## src/dll_loop_defs.vh

```
// register map, field positions, reset values and timing counts for the loop controls
`ifndef DLL_LOOP_DEFS_VH
`define DLL_LOOP_DEFS_VH

// register offsets
`define DLL_ADDR_LBW 8'h74
`define DLL_ADDR_LLC 8'h75
`define DLL_ADDR_LBB 8'h76
`define DLL_ADDR_PMC 8'h78

// reset values
`define DLL_RST_LBW 8'h6d
`define DLL_RST_LLC 8'h70
`define DLL_RST_LBB 8'he0
`define DLL_RST_PMC 8'h06

// writable bit masks; reserved bits stay zero
`define DLL_MASK_LBW 8'hff
`define DLL_MASK_LLC 8'hff
`define DLL_MASK_LBB 8'hf3
`define DLL_MASK_PMC 8'hbf

// loop_lock_control fields
`define DLL_NA_LOL 7
`define DLL_FL_LOL 6
`define DLL_FINE_EN 5
`define DLL_COARSE_EN 4
`define DLL_MC_PD_EN 3
`define DLL_MC_IN_LOOP 2
`define DLL_NE_DIS 1
`define DLL_HC_SEL 0

// loop_bandwidth_buildout_control fields
`define DLL_AUTO_BW 7
`define DLL_INT_CLAMP 6
`define DLL_BO_EN 5
`define DLL_BO_FRZ 4
`define DLL_RD_SEL_HI 1
`define DLL_RD_SEL_LO 0

// phase_monitor_control fields
`define DLL_NW_EN 7
`define DLL_PM_EN 5
`define DLL_PM_BO_EN 4
`define DLL_PM_LIM_HI 3
`define DLL_PM_LIM_LO 0

// locked bandwidth code field and its top legal code (400 Hz)
`define DLL_BW_HI 4
`define DLL_BW_LO 0
`define DLL_BW_MAX 5'h14

// phase monitor: limit = (field + 7) * 156.25 ns, phase magnitude in 0.25 ns units
`define DLL_PM_OFFSET 14'h0007
`define DLL_PM_STEP_QNS 14'd625

// nearest-edge trial window: 2000 ms at 125000 kHz
`define DLL_NE_TRY_MS 28'd2000
`define DLL_CLK_KHZ 28'd125000
`define DLL_NE_TRY_CYC (`DLL_NE_TRY_MS * `DLL_CLK_KHZ)

`endif

```

## src/dll_loop_cfg.v

```verilog
// loop bandwidth, loss-of-lock, detector, build-out and monitor controls of the digital PLL
`timescale 1ns/1ps
`default_nettype none
`include "dll_loop_defs.vh"

module dll_loop_cfg #(
   parameter [27:0] NE_TRY_CYCLES = `DLL_NE_TRY_CYC
) (
   // clock and reset
   input wire REF_CLK,
   input wire RST,
   // register port
   input wire [7:0] REG_ADDR,
   input wire [7:0] REG_WDATA,
   input wire REG_WR,
   input wire REG_RD,
   output reg [7:0] REG_RDATA,
   // neighbouring control fields
   input wire [4:0] ACQ_BW_CODE,
   // loop status
   input wire LOOP_UPDATE,
   input wire LOCKED,
   input wire REF_SWITCH,
   input wire REF_ACTIVE,
   input wire FREQ_OVER_LIMIT,
   input wire FREQ_AT_LIMIT,
   input wire FINE_PHASE_OUT,
   input wire COARSE_PHASE_OUT,
   input wire [15:0] PHASE_MAG,
   // noise window
   input wire LOW_FREQ_INPUT,
   input wire REF_EDGE,
   input wire EDGE_IN_WINDOW,
   output reg REF_EDGE_OK,
   // frequency read-back
   input wire [15:0] FREQ_INST,
   input wire [15:0] FREQ_AVG_1S,
   input wire [15:0] FREQ_AVG_5M8,
   input wire [15:0] FREQ_AVG_93M2,
   output reg [15:0] FREQ_READ,
   // loop steering
   output reg [4:0] ACTIVE_BW_CODE,
   output reg [2:0] DAMPING_CODE,
   output reg LOSS_OF_LOCK,
   output reg [1:0] DET_SEL,
   output reg MULTICYCLE_PD_ON,
   output reg PHASE_CLIP_360,
   output reg INTEGRAL_FREEZE,
   output reg BUILD_OUT,
   output reg ZERO_PHASE_LOCK,
   output reg PHASE_ALARM
);

   // detector choices on DET_SEL
   localparam [1:0] DET_HALF_PD = 2'b00;
   localparam [1:0] DET_HALF_PFD = 2'b01;
   localparam [1:0] DET_FULL_PFD = 2'b10;

   // locking mode states
   localparam [1:0] ST_FULL = 2'b00;
   localparam [1:0] ST_TRY = 2'b01;
   localparam [1:0] ST_NEAREST = 2'b10;

   // software-visible registers
   reg [7:0] lbw_reg;
   reg [7:0] llc_reg;
   reg [7:0] lbb_reg;
   reg [7:0] pmc_reg;

   // copies the loop actually uses
   reg [7:0] lbw_act_reg;
   reg [7:0] llc_act_reg;
   reg [7:0] lbb_act_reg;
   reg [7:0] pmc_act_reg;

   reg [1:0] mode_reg;
   reg [1:0] mode_next;
   reg alarm_prev_reg;

   wire [4:0] locked_bw_code;
   wire [2:0] locked_damping_code;
   wire no_activity_lol_en;
   wire freq_limit_lol_en;
   wire fine_limit_en;
   wire coarse_limit_en;
   wire multicycle_pd_en;
   wire multicycle_in_loop;
   wire nearest_edge_disable;
   wire half_cycle_detector_select;
   wire auto_bw_select;
   wire integral_clamp_en;
   wire build_out_en;
   wire build_out_freeze;
   wire [1:0] freq_read_select;
   wire noise_window_en;
   wire phase_monitor_en;
   wire monitor_build_out_en;
   wire [3:0] phase_monitor_limit;
   wire [13:0] pm_limit_qns;
   wire lol_any;
   wire alarm_now;
   wire try_start;
   wire try_stop;
   wire try_done;

   // unused codes above 400 Hz run at 400 Hz rather than an undefined rate
   function [4:0] bw_sat;
      input [4:0] code;
      begin
         bw_sat = (code > `DLL_BW_MAX) ? `DLL_BW_MAX : code;
      end
   endfunction

   assign locked_bw_code = lbw_act_reg[`DLL_BW_HI:`DLL_BW_LO];
   assign locked_damping_code = lbw_act_reg[7:5];
   assign no_activity_lol_en = llc_act_reg[`DLL_NA_LOL];
   assign freq_limit_lol_en = llc_act_reg[`DLL_FL_LOL];
   assign fine_limit_en = llc_act_reg[`DLL_FINE_EN];
   assign coarse_limit_en = llc_act_reg[`DLL_COARSE_EN];
   assign multicycle_pd_en = llc_act_reg[`DLL_MC_PD_EN];
   assign multicycle_in_loop = llc_act_reg[`DLL_MC_IN_LOOP];
   assign nearest_edge_disable = llc_act_reg[`DLL_NE_DIS];
   assign half_cycle_detector_select = llc_act_reg[`DLL_HC_SEL];
   assign auto_bw_select = lbb_act_reg[`DLL_AUTO_BW];
   assign integral_clamp_en = lbb_act_reg[`DLL_INT_CLAMP];
   assign build_out_en = lbb_act_reg[`DLL_BO_EN];
   assign build_out_freeze = lbb_act_reg[`DLL_BO_FRZ];
   assign freq_read_select = lbb_act_reg[`DLL_RD_SEL_HI:`DLL_RD_SEL_LO];
   assign noise_window_en = pmc_act_reg[`DLL_NW_EN];
   assign phase_monitor_en = pmc_act_reg[`DLL_PM_EN];
   assign monitor_build_out_en = pmc_act_reg[`DLL_PM_BO_EN];
   assign phase_monitor_limit = pmc_act_reg[`DLL_PM_LIM_HI:`DLL_PM_LIM_LO];

   assign pm_limit_qns = ({10'h000, phase_monitor_limit} + `DLL_PM_OFFSET) * `DLL_PM_STEP_QNS;
   assign alarm_now = phase_monitor_en && (PHASE_MAG > {2'b00, pm_limit_qns});

   assign lol_any = (no_activity_lol_en && !REF_ACTIVE)
      || (freq_limit_lol_en && FREQ_OVER_LIMIT)
      || (fine_limit_en && FINE_PHASE_OUT)
      || (coarse_limit_en && COARSE_PHASE_OUT);

   assign try_start = REF_SWITCH && !nearest_edge_disable;
   assign try_stop = (mode_reg != ST_TRY) || lol_any || LOCKED;

   dll_try_timer #(
      .CYCLES(NE_TRY_CYCLES)
   ) u_try_timer (
      .CLK(REF_CLK),
      .RST(RST),
      .START(try_start),
      .STOP(try_stop),
      .BUSY(),
      .DONE(try_done)
   );

   // register writes; reserved bits are masked off so they always read zero
   always @(posedge REF_CLK)
   begin
      if (RST)
      begin
         lbw_reg <= `DLL_RST_LBW;
         llc_reg <= `DLL_RST_LLC;
         lbb_reg <= `DLL_RST_LBB;
         pmc_reg <= `DLL_RST_PMC;
      end
      else if (REG_WR)
      begin
         case (REG_ADDR)
            `DLL_ADDR_LBW: lbw_reg <= REG_WDATA & `DLL_MASK_LBW;
            `DLL_ADDR_LLC: llc_reg <= REG_WDATA & `DLL_MASK_LLC;
            `DLL_ADDR_LBB: lbb_reg <= REG_WDATA & `DLL_MASK_LBB;
            `DLL_ADDR_PMC: pmc_reg <= REG_WDATA & `DLL_MASK_PMC;
            default: lbw_reg <= lbw_reg;
         endcase
      end
   end

   // read data is registered; unmapped offsets answer zero
   always @(posedge REF_CLK)
   begin
      if (RST)
      begin
         REG_RDATA <= 8'h00;
      end
      else if (REG_RD)
      begin
         case (REG_ADDR)
            `DLL_ADDR_LBW: REG_RDATA <= lbw_reg;
            `DLL_ADDR_LLC: REG_RDATA <= llc_reg;
            `DLL_ADDR_LBB: REG_RDATA <= lbb_reg;
            `DLL_ADDR_PMC: REG_RDATA <= pmc_reg;
            default: REG_RDATA <= 8'h00;
         endcase
      end
   end

   // controls change only on a loop update so one computation never mixes settings
   always @(posedge REF_CLK)
   begin
      if (RST)
      begin
         lbw_act_reg <= `DLL_RST_LBW;
         llc_act_reg <= `DLL_RST_LLC;
         lbb_act_reg <= `DLL_RST_LBB;
         pmc_act_reg <= `DLL_RST_PMC;
      end
      else if (LOOP_UPDATE)
      begin
         lbw_act_reg <= lbw_reg;
         llc_act_reg <= llc_reg;
         lbb_act_reg <= lbb_reg;
         pmc_act_reg <= pmc_reg;
      end
   end

   // locking mode sequence
   always @*
   begin
      mode_next = mode_reg;
      case (mode_reg)
         ST_FULL:
         begin
            if (try_start)
            begin
               mode_next = ST_TRY;
            end
         end
         ST_TRY:
         begin
            if (nearest_edge_disable || lol_any || try_done)
            begin
               mode_next = ST_FULL;
            end
            else if (LOCKED)
            begin
               mode_next = ST_NEAREST;
            end
         end
         ST_NEAREST:
         begin
            if (nearest_edge_disable || lol_any)
            begin
               mode_next = ST_FULL;
            end
            else if (try_start)
            begin
               mode_next = ST_TRY;
            end
         end
         default:
         begin
            mode_next = ST_FULL;
         end
      endcase
   end

   always @(posedge REF_CLK)
   begin
      if (RST)
      begin
         mode_reg <= ST_FULL;
      end
      else
      begin
         mode_reg <= mode_next;
      end
   end

   // loop steering outputs
   always @(posedge REF_CLK)
   begin
      if (RST)
      begin
         ACTIVE_BW_CODE <= 5'h0d;
         DAMPING_CODE <= 3'h3;
         LOSS_OF_LOCK <= 1'b0;
         DET_SEL <= DET_FULL_PFD;
         MULTICYCLE_PD_ON <= 1'b0;
         PHASE_CLIP_360 <= 1'b1;
         INTEGRAL_FREEZE <= 1'b0;
      end
      else
      begin
         if (auto_bw_select && !LOCKED)
         begin
            ACTIVE_BW_CODE <= bw_sat(ACQ_BW_CODE);
         end
         else
         begin
            ACTIVE_BW_CODE <= bw_sat(locked_bw_code);
         end
         DAMPING_CODE <= locked_damping_code;
         LOSS_OF_LOCK <= lol_any;
         if (nearest_edge_disable || (mode_next == ST_FULL))
         begin
            DET_SEL <= DET_FULL_PFD;
         end
         else if (half_cycle_detector_select)
         begin
            DET_SEL <= DET_HALF_PFD;
         end
         else
         begin
            DET_SEL <= DET_HALF_PD;
         end
         MULTICYCLE_PD_ON <= multicycle_pd_en;
         PHASE_CLIP_360 <= !multicycle_in_loop;
         INTEGRAL_FREEZE <= integral_clamp_en && FREQ_AT_LIMIT;
      end
   end

   // phase monitor alarm and build-out events
   always @(posedge REF_CLK)
   begin
      if (RST)
      begin
         PHASE_ALARM <= 1'b0;
         alarm_prev_reg <= 1'b0;
         BUILD_OUT <= 1'b0;
         ZERO_PHASE_LOCK <= 1'b0;
      end
      else
      begin
         PHASE_ALARM <= alarm_now;
         alarm_prev_reg <= alarm_now;
         BUILD_OUT <= !build_out_freeze
            && ((build_out_en && REF_SWITCH)
            || (monitor_build_out_en && alarm_now && !alarm_prev_reg));
         ZERO_PHASE_LOCK <= REF_SWITCH && !build_out_en && !build_out_freeze;
      end
   end

   // frequency read-back and edge qualification
   always @(posedge REF_CLK)
   begin
      if (RST)
      begin
         FREQ_READ <= 16'h0000;
         REF_EDGE_OK <= 1'b0;
      end
      else
      begin
         case (freq_read_select)
            2'b00: FREQ_READ <= FREQ_INST;
            2'b01: FREQ_READ <= FREQ_AVG_1S;
            2'b10: FREQ_READ <= FREQ_AVG_5M8;
            2'b11: FREQ_READ <= FREQ_AVG_93M2;
            default: FREQ_READ <= FREQ_INST;
         endcase
         // noise window filter
         // window only applies while locked with nearest-edge locking enabled on a slow input
         if (noise_window_en && LOW_FREQ_INPUT && LOCKED && !nearest_edge_disable)
         begin
            REF_EDGE_OK <= REF_EDGE && EDGE_IN_WINDOW;
         end
         else
         begin
            REF_EDGE_OK <= REF_EDGE;
         end
      end
   end

endmodule // dll_loop_cfg

`default_nettype wire

```

## src/dll_try_timer.v

```verilog
// one-shot timer that bounds the nearest-edge locking trial
`timescale 1ns/1ps
`default_nettype none
`include "dll_loop_defs.vh"

module dll_try_timer #(
   parameter [27:0] CYCLES = `DLL_NE_TRY_CYC
) (
   // clock and reset
   input wire CLK,
   input wire RST,
   // control
   input wire START,
   input wire STOP,
   // status
   output wire BUSY,
   output reg DONE
);

   reg [27:0] count_reg;
   reg busy_reg;

   assign BUSY = busy_reg;

   // start wins over stop so a new reference always gets a full window
   always @(posedge CLK)
   begin
      if (RST)
      begin
         count_reg <= 28'h0000000;
         busy_reg <= 1'b0;
         DONE <= 1'b0;
      end
      else
      begin
         DONE <= 1'b0;
         if (START)
         begin
            count_reg <= 28'h0000001;
            busy_reg <= 1'b1;
         end
         else if (STOP)
         begin
            busy_reg <= 1'b0;
         end
         else if (busy_reg)
         begin
            if (count_reg >= CYCLES)
            begin
               busy_reg <= 1'b0;
               DONE <= 1'b1;
            end
            else
            begin
               count_reg <= count_reg + 28'h0000001;
            end
         end
      end
   end

endmodule // dll_try_timer

`default_nettype wire

```

## config.mk

```make
export PLATFORM = sky130hd
export DESIGN_NAME = dll_loop_cfg
export DESIGN_NICKNAME = d
export VERILOG_FILES = /design/src/dll_loop_cfg.v /design/src/dll_try_timer.v
export VERILOG_INCLUDE_DIRS = /design/src /design/src/src
export SDC_FILE = /design/constraint.sdc
export NUM_CORES = 1
export LEC_CHECK = 0
export BUFFER_PORTS_ARGS = -buffer_cell sky130_fd_sc_hd__buf_2
export CORE_ASPECT_RATIO = 0.75
export CORE_MARGIN = 2
export CORE_UTILIZATION = 25
export DETAILED_ROUTE_END_ITERATION = 6
export GPL_ROUTABILITY_DRIVEN = 1
export HOLD_SLACK_MARGIN = 0.02
export PLACE_DENSITY = 0.49
export RECOVER_POWER = 25
export SLEW_MARGIN = 25
export SYNTH_ARGS = -nofsm -noshare
export SYNTH_HDL_FRONTEND = slang
export SYNTH_SLANG_ARGS = --single-unit
export TNS_END_PERCENT = 30
```

## constraint.sdc

```tcl
create_clock -name REF_CLK -period 11.15 [get_ports REF_CLK]
set_input_delay 0 -clock REF_CLK [delete_from_list [all_inputs] [get_ports REF_CLK]]
set_output_delay 0 -clock REF_CLK [all_outputs]
set_load 0.05 [all_outputs]
```

==> impl_results.md, run 1 <==
- Cell count after synthesis: 719
- Cells traversed along the worst timing path: inv_1 -> ha_1 -> xor2_1 -> inv_1 -> fa_1 -> inv_1 -> ha_1 -> inv_1 -> fa_1 -> inv_1 -> ha_1 -> o21ai_0 -> a21oi_1 -> o41ai_1 -> xor2_1 -> ha_1 -> or3_1 -> dlygate4sd3_1 -> nor4_1 -> o31ai_1
- Nets: around 1100
- Synthesized flop and latch total: 132
- Clock edge transition at the registers on the reported setup and hold paths: around 0.060 ns
- GRT Resource Usage Total: 14.5%
- Most frequent cells in the layout: sky130_fd_sc_hd__dfxtp_1 (131), sky130_fd_sc_hd__buf_2 (114), sky130_fd_sc_hd__nand2_1 (85)
- Share of synthesized area spent on multiplexers: a little over a tenth
- GR Util met2: a little over a fifth
- Max cap viols: 1
- Fraction of layout cells with a size suffix above 1: between 20% and 30%
- Min Hold Slack: just under 0.03 ns
- Largest register FFs: 28
- Port-buffer cells: 157
- Clock tree skew after final layout: 0.00859 ns
- Total negative setup slack: 0 ns
- Share of the cycle needed by the critical path after routing: between 40% and 50%
- Number of logic stages on the critical path including buffering: 20
- Req. time, crit path: between 10 and 15 ns
- PnR Total Power: 1.20 mW
- TritonCTS sink count: 132
- Power per Cell Area: 137 nW/um^2
- Largest net degree at the start of global routing: 48
- Crit path max-delay cell type: sky130_fd_sc_hd__dlygate4sd3_1
- Count of yosys warnings during synthesis: 0
- Global-route wire length before repair: slightly above 30000 um
- Buffers and inverters on the worst path: 6
- Peak clock frequency supported by timing: 187 MHz
- Clock latency on the worst-skew pair: 0.43 ns
- Syn avg cell area: around 9 sq um
- Post-synth EDFFs: 0
- Post-route antenna net violation count: 0
- Crit path from: pmc_act_reg[0]
- Clock Root Buffer: sky130_fd_sc_hd__clkbuf_16
- DP HPWL: 15000 um
- Initial antenna violation count: 0
- Vias after detailed routing: 6080
- Worst Hold Depth: 3
- Run status: finished with violations
- Measured slew at the worst slew-check pin: 2.33 ns
- Part of the Yosys area used for sequential elements: 39.8%
- Num CTS Buffers: 17
- Placed inst area: 7740 sq um
- Worst hold path class: in -> reg
- Area added between synthesis and finish: 31.4%
- Worst Path Arrival: approximately 5.6 ns
- ANT cells: 0
- Total number of H-tree levels: 4
- Slowest Stage Delay on Critical Path: 0.55 ns
- Post-synthesis compound-gate area fraction: 12.3%
- DRT Wirelength: 20500 um
- Min Clock Period, post-route: roughly 5.3 ns
- Starting Density: between 20 and 30%
- Critical setup path kind: reg -> reg
- Static leakage: 3.50 nW
- Core Footprint: 26000 sq um
- RePlAce Congestion: 0.801
- DRC violations left: 0
- Count of cells resized by post-cts repair: 0
- Grt peak-use layer: met2
- Maximum ir drop on the vdd rail: about 95 uV
- Relative max-transition margin: -55.5%
- Buffers inserted during post-CTS setup optimization: 0
- Buffer depth of the longest clock path: 2
- Count of filler cells inserted in the layout: 2695
- M1 GR Usage: 20.3%
- Count of cell types in the netlist: between 60 and 70
- Post-Syn Area: 6640 sq um
- Vias per cell: 4.80
- Total I/O pin count: 158
- Final Cell Area: 8730 sq um
- XOR/XNOR Fraction of Synth Area: 1.45%
- Area of the die: roughly 28000 sq um
- Setup-failing EPs final: 0
- Synth Area in Simple Gates: 23.1%
- Number of DRC markers in iteration 0: 427
- Most used flip-flop cell after synthesis: sky130_fd_sc_hd__dfxtp_1
- DIE WIDTH: between 150 and 200 um
- Number of iterations in the first detailed-routing pass: 6
- Chip height: between 100 and 150 um
- Number of pins with negative max-slew slack in the final report: 31
- Synth Area in Adders: 8.37%
- Number of nets produced by synthesis: between 800 and 900
- Violations in the final reports: max-capacitance violations, max-slew violations
- Floorplan row count: 51
- Final hold vios: 0
- FFs w/ async S/R, synth: 0%
- Type of origin of the critical path: flop
- Via count of the first global-routing pass: 5635
- Grt met3 use: 3.94%
- Crit end category: flop
- Total grt overflow: 0
- Setup repair after global routing missed its margin: false
- R2r startpoint: pmc_act_reg[0]
- Start point of the worst min-delay path: FREQ_AVG_5M8[13]
- Peak fanout along the critical path: 7
- Clock tree from TritonCTS: yes
- Top delay family on crit path: adder cells
- WL per Instance: 16.2 um
- Count of cells along the worst register-to-register path: 20
- Cell occurring most often along the worst timing path: sky130_fd_sc_hd__inv_1
- Dominant combinational cell family by area after synthesis: simple AND/OR/NAND/NOR gates
- Leading cell type in the layout, fill and taps excluded: sky130_fd_sc_hd__dfxtp_1
[worst register-to-register path, delay by kind of cell (launching register included)]
family / cells / cell delay [ns]
and+or+nand+nor: 2 / 0.59
adders and majority gates: 6 / 1.83
AOI/OAI and AO/OA: 4 / 0.73
DFF: 1 / 0.50
buffers and inverters: 6 / 1.01
xor gates and xnor gates: 2 / 0.56
[synthesized netlist by cell type, drive strengths merged (2+ instances only)]
library cell,number,area (sq um)
a21oi,44,220
a222oi,6,60.1
a22o,8,70.1
a22oi,5,37.5
a31oi,4,25.0
and2,21,133
and3,2,13.8
and4,6,52.6
buf,12,83.8
clkbuf,24,90.1
dfxtp,132,2640
fa,4,80.1
ha,38,475
inv,25,93.8
mux2i,36,360
mux4,16,360
nand2,85,319
nand2b,9,56.3
nand3,45,225
nand3b,2,15.0
nand4,11,75.1
nand4b,2,17.5
nor2,42,158
nor2b,9,56.3
nor3,10,50.1
nor4,6,37.5
nor4b,4,47.6
o211ai,4,30.0
o21a,4,31.3
o21ai,32,160
o311ai,2,17.5
o31ai,4,30.0
o41ai,3,26.3
or2,4,25.0
or3,20,125
or4,12,95.1
xnor2,3,26.3
xor2,8,70.1
[what timing repair did]
action                     CTS  global route
setup endpoints to repair    0             0
hold endpoints to repair    57             0
hold buffers                44             0
[where the power goes]
group | switching (mW) | internal, mW
sequential | 0.00220 | 0.478
clock | 0.220 | 0.356
combinational | 0.0784 | 0.0600
total | 0.301 | 0.894
[per-stage QoR]
step	setup WS, ns	std cells	utilization, %
6_report	5.81	1266	33.5
5_1_grt	5.42	1266	33.5
4_1_cts	5.82	1266	33.7
3_5_place_dp	6.13	1190	29.7
3_3_place_gp	6.24	1190	29.7
2_1_floorplan	6.68	719	-
[final cells by class]
cell class,instances,area [sq um],area share (%)
inverters,25,93.8,1.08
multi-input cells,525,3730,42.8
clock inverters,13,159,1.82
repair buffers,208,1220,14.0
well taps,344,430,4.93
flip-flops and latches,132,2640,30.3
clock buffers,19,443,5.08
[logic make-up (layout without fill, tap and decap cells)]
group	count (synthesis)	after routing
xor+xnor	11	11
simple gates	293	293
buf+inv	62	265
compound gates	127	127
mux	52	52
flops	132	132
fa+ha+maj	42	42
[metal layers]
metal	vias up	routed length (um)
met4	0	267
li1	3007	-
met3	21	1740
met2	241	8620
met5	-	0
met1	2811	9920
[path summary, 6_finish.rpt]
kind,end,slack (ns)
setup / recovery,BUILD_OUT,5.81
hold / removal,FREQ_READ[13],0.03
setup reg to reg,BUILD_OUT,5.81
hold reg to reg,PHASE_CLIP_360,0.40
Power figures use the tool's default switching activity.
==> run 2: changes to the inputs <==
- PLACE_DENSITY: 0.49 -> 0.51
- clock period: 11.15 -> 4.4 ns (I/O delays scaled with it)
==> impl_results.md, run 2 (synthesis results as in run 1) <==
- Run status: finished with violations
- Violations in the final reports: max-capacitance violations, max-slew violations
- Post-route antenna net violation count: 0
- Clock edge transition at the registers on the reported setup and hold paths: 0.06 ns
- Leading cell type in the layout, fill and taps excluded: sky130_fd_sc_hd__buf_2
- Area of the die: 27900 sq um
- Start point of the worst min-delay path: FREQ_AVG_93M2[2]
- Port-buffer cells: 157
- Peak fanout along the critical path: 4
- DRC violations left: 0
- Switching share of power: 23.8%
- Worst reg2reg endpoint: alarm_prev_reg
- Total I/O pin count: 158
- Worst Hold Depth: 3
- Setup repair after global routing missed its margin: true
- Initial antenna violation count: 1
- PnR Total Power: just over 3 mW
- Vias after detailed routing: 6136
- Number of DRC markers in iteration 0: just under 500
- Worst hold endpoint: FREQ_READ[2]
- Worst hold path class: in -> reg
- Chip height: approximately 150 um
- Maximum ir drop on the vdd rail: ~230 uV
- Type of origin of the critical path: flop
- Setup Slack @ Placement: -0.0630 ns
- Setup-failing EPs final: 0
- Cell occurring most often along the worst timing path: sky130_fd_sc_hd__inv_2
- Measured slew at the worst slew-check pin: 2.27 ns
- Req. time, crit path: 4.69 ns
- Final worst-path setup slack: 0.247 ns
- Crit path max-delay cell type: sky130_fd_sc_hd__fa_1
- Slowest Stage Delay on Critical Path: 0.54 ns
- Max cap viols: 1
- Floorplan row count: 51
- Total number of H-tree levels: 4
- Number of iterations in the first detailed-routing pass: 5
- Clock Root Buffer: sky130_fd_sc_hd__clkbuf_16
- Critical setup path kind: reg -> reg
- DRT Wirelength: roughly 20000 um
- Num CTS Buffers: 17
- TritonCTS sink count: 132
- WL per Instance: 15.9 um
- Clock latency on the worst-skew pair: 0.43 ns
- Cells traversed along the worst timing path: inv_4 -> ha_4 -> inv_2 -> o21a_4 -> fa_1 -> inv_1 -> ha_2 -> inv_2 -> fa_1 -> inv_2 -> ha_4 -> o21ai_2 -> a21oi_2 -> o41ai_2 -> xor2_1 -> ha_1 -> and4_1 -> nand4_1 -> a21oi_2 -> nor4_2 -> nor3_1
- DIE WIDTH: 192 um
- R2r startpoint: pmc_act_reg[0]
- Peak clock frequency supported by timing: 241 MHz
- Relative contribution of sequential cells to total power: between 30% and 40%
- GRT Resource Usage Total: 14.3%
- Number of cells after detailed placement: around 1200
- Core Footprint: around 26000 sq um
- Clock tree skew after final layout: 0.0163 ns
- Area added between synthesis and finish: 34.8%
- Count of filler cells inserted in the layout: 2722
- Fraction of layout cells with a size suffix above 1: 26.2%
- Worst Path Arrival: 4.44 ns
- Vias per cell: between 4 and 5
- Placed inst area: approximately 8000 sq um
- Static leakage: 3.68 nW
- Relative contribution of the clock network to total power: 48.8%
- Setup slack on the worst flop-to-flop path: between 0.2 and 0.25 ns
- Clock tree from TritonCTS: yes
- Crit path from: pmc_act_reg[0]
- Cell Count, Final, Fillers Out: about 1300
- Total negative setup slack: 0 ns
- Crit end category: flop
- Relative max-transition margin: -51.0%
- Final hold vios: 0
- Via count of the first global-routing pass: 5764
- Buffer depth of the longest clock path: 2
- Total grt overflow: 0
- RePlAce Congestion: about 0.82
- Global-route wire length before repair: roughly 31000 um
- Most frequent cells in the layout: sky130_fd_sc_hd__buf_2 (148), sky130_fd_sc_hd__dfxtp_1 (128), sky130_fd_sc_hd__nand2_1 (85)
- Power per Cell Area: 345 nW/um^2
- Share of power burned in combinational logic: 11.8%
- Share of the cycle needed by the critical path after routing: 94.4%
- Min Clock Period, post-route: 4.15 ns
- Net Switching: 0.736 mW
- DP HPWL: between 10000 and 15000 um
- Nets: 1077
- Count of cells along the worst register-to-register path: 21
- Internal: 2.35 mW
- Largest net degree at the start of global routing: 55
- Starting Density: around 25%
- Final Cell Area: 8950 sq um
- Number of pins with negative max-slew slack in the final report: 31
- Largest register FFs: 28
-- run 2: worst max-delay path by stage --
| stage | to |
|---|---|
| after floorplan | BUILD_OUT |
| after global placement | BUILD_OUT |
| after detailed placement | BUILD_OUT |
| after CTS | BUILD_OUT |
| after global routing | BUILD_OUT |
| final | alarm_prev_reg |
-- run 2: per-layer routing --
layer / vias to the layer above / GRT usage, % / routed length (um)
li1: 3025 / - / -
met1: 2877 / 19.9 / 9740
met5: - / 0 / 0
met4: 0 / 3.97 / 264
met3: 16 / 3.24 / 1350
met2: 218 / 22.0 / 8890
-- run 2: what timing repair did --
item,CTS,global route
setup endpoints to repair,2,2
resized for setup,2,22
hold buffers,45,0
setup buffers,0,3
hold endpoints to repair,55,0
pin swaps,0,15
-- run 2: cell type report --
cell class,instances,area [sq um],area share [%]
multi-input cells,525,3810,42.5
flip-flops and latches,132,2650,29.6
repair buffers,218,1350,15.0
clock buffers,24,472,5.27
well taps,344,430,4.81
clock inverters,8,149,1.66
inverters,25,96.3,1.08
diodes,1,2.50,0.0280
-- run 2: metrics by stage --
stage | hold WS [ns] | utilization (%)
after floorplan | 0.128 | -
after global placement | 0.238 | 29.9
after detailed placement | 0.238 | 29.9
after CTS | 0.0210 | 34.1
after global routing | 0.0290 | 34.4
final | 0.0305 | 34.4
-- run 2: power groups by stage --
stage / logic, mW / registers (mW) / clock network [mW]
after floorplan: 0.157 / 1.29 / 0
after global placement: 0.319 / 1.24 / 0
after detailed placement: 0.320 / 1.24 / 0
after CTS: 0.355 / 1.22 / 1.54
after global routing: 0.402 / 1.22 / 1.60
final: 0.365 / 1.22 / 1.51
-- run 2: critical path, delay by kind of cell (launching register included) --
kind	cells	cell delay [ns]
AOI/OAI and AO/OA	5	0.79
buffers and inverters	5	0.28
DFF	1	0.36
xor gates and xnor gates	1	0.21
and+or+nand+nor	4	0.61
adders and majority gates	6	1.79
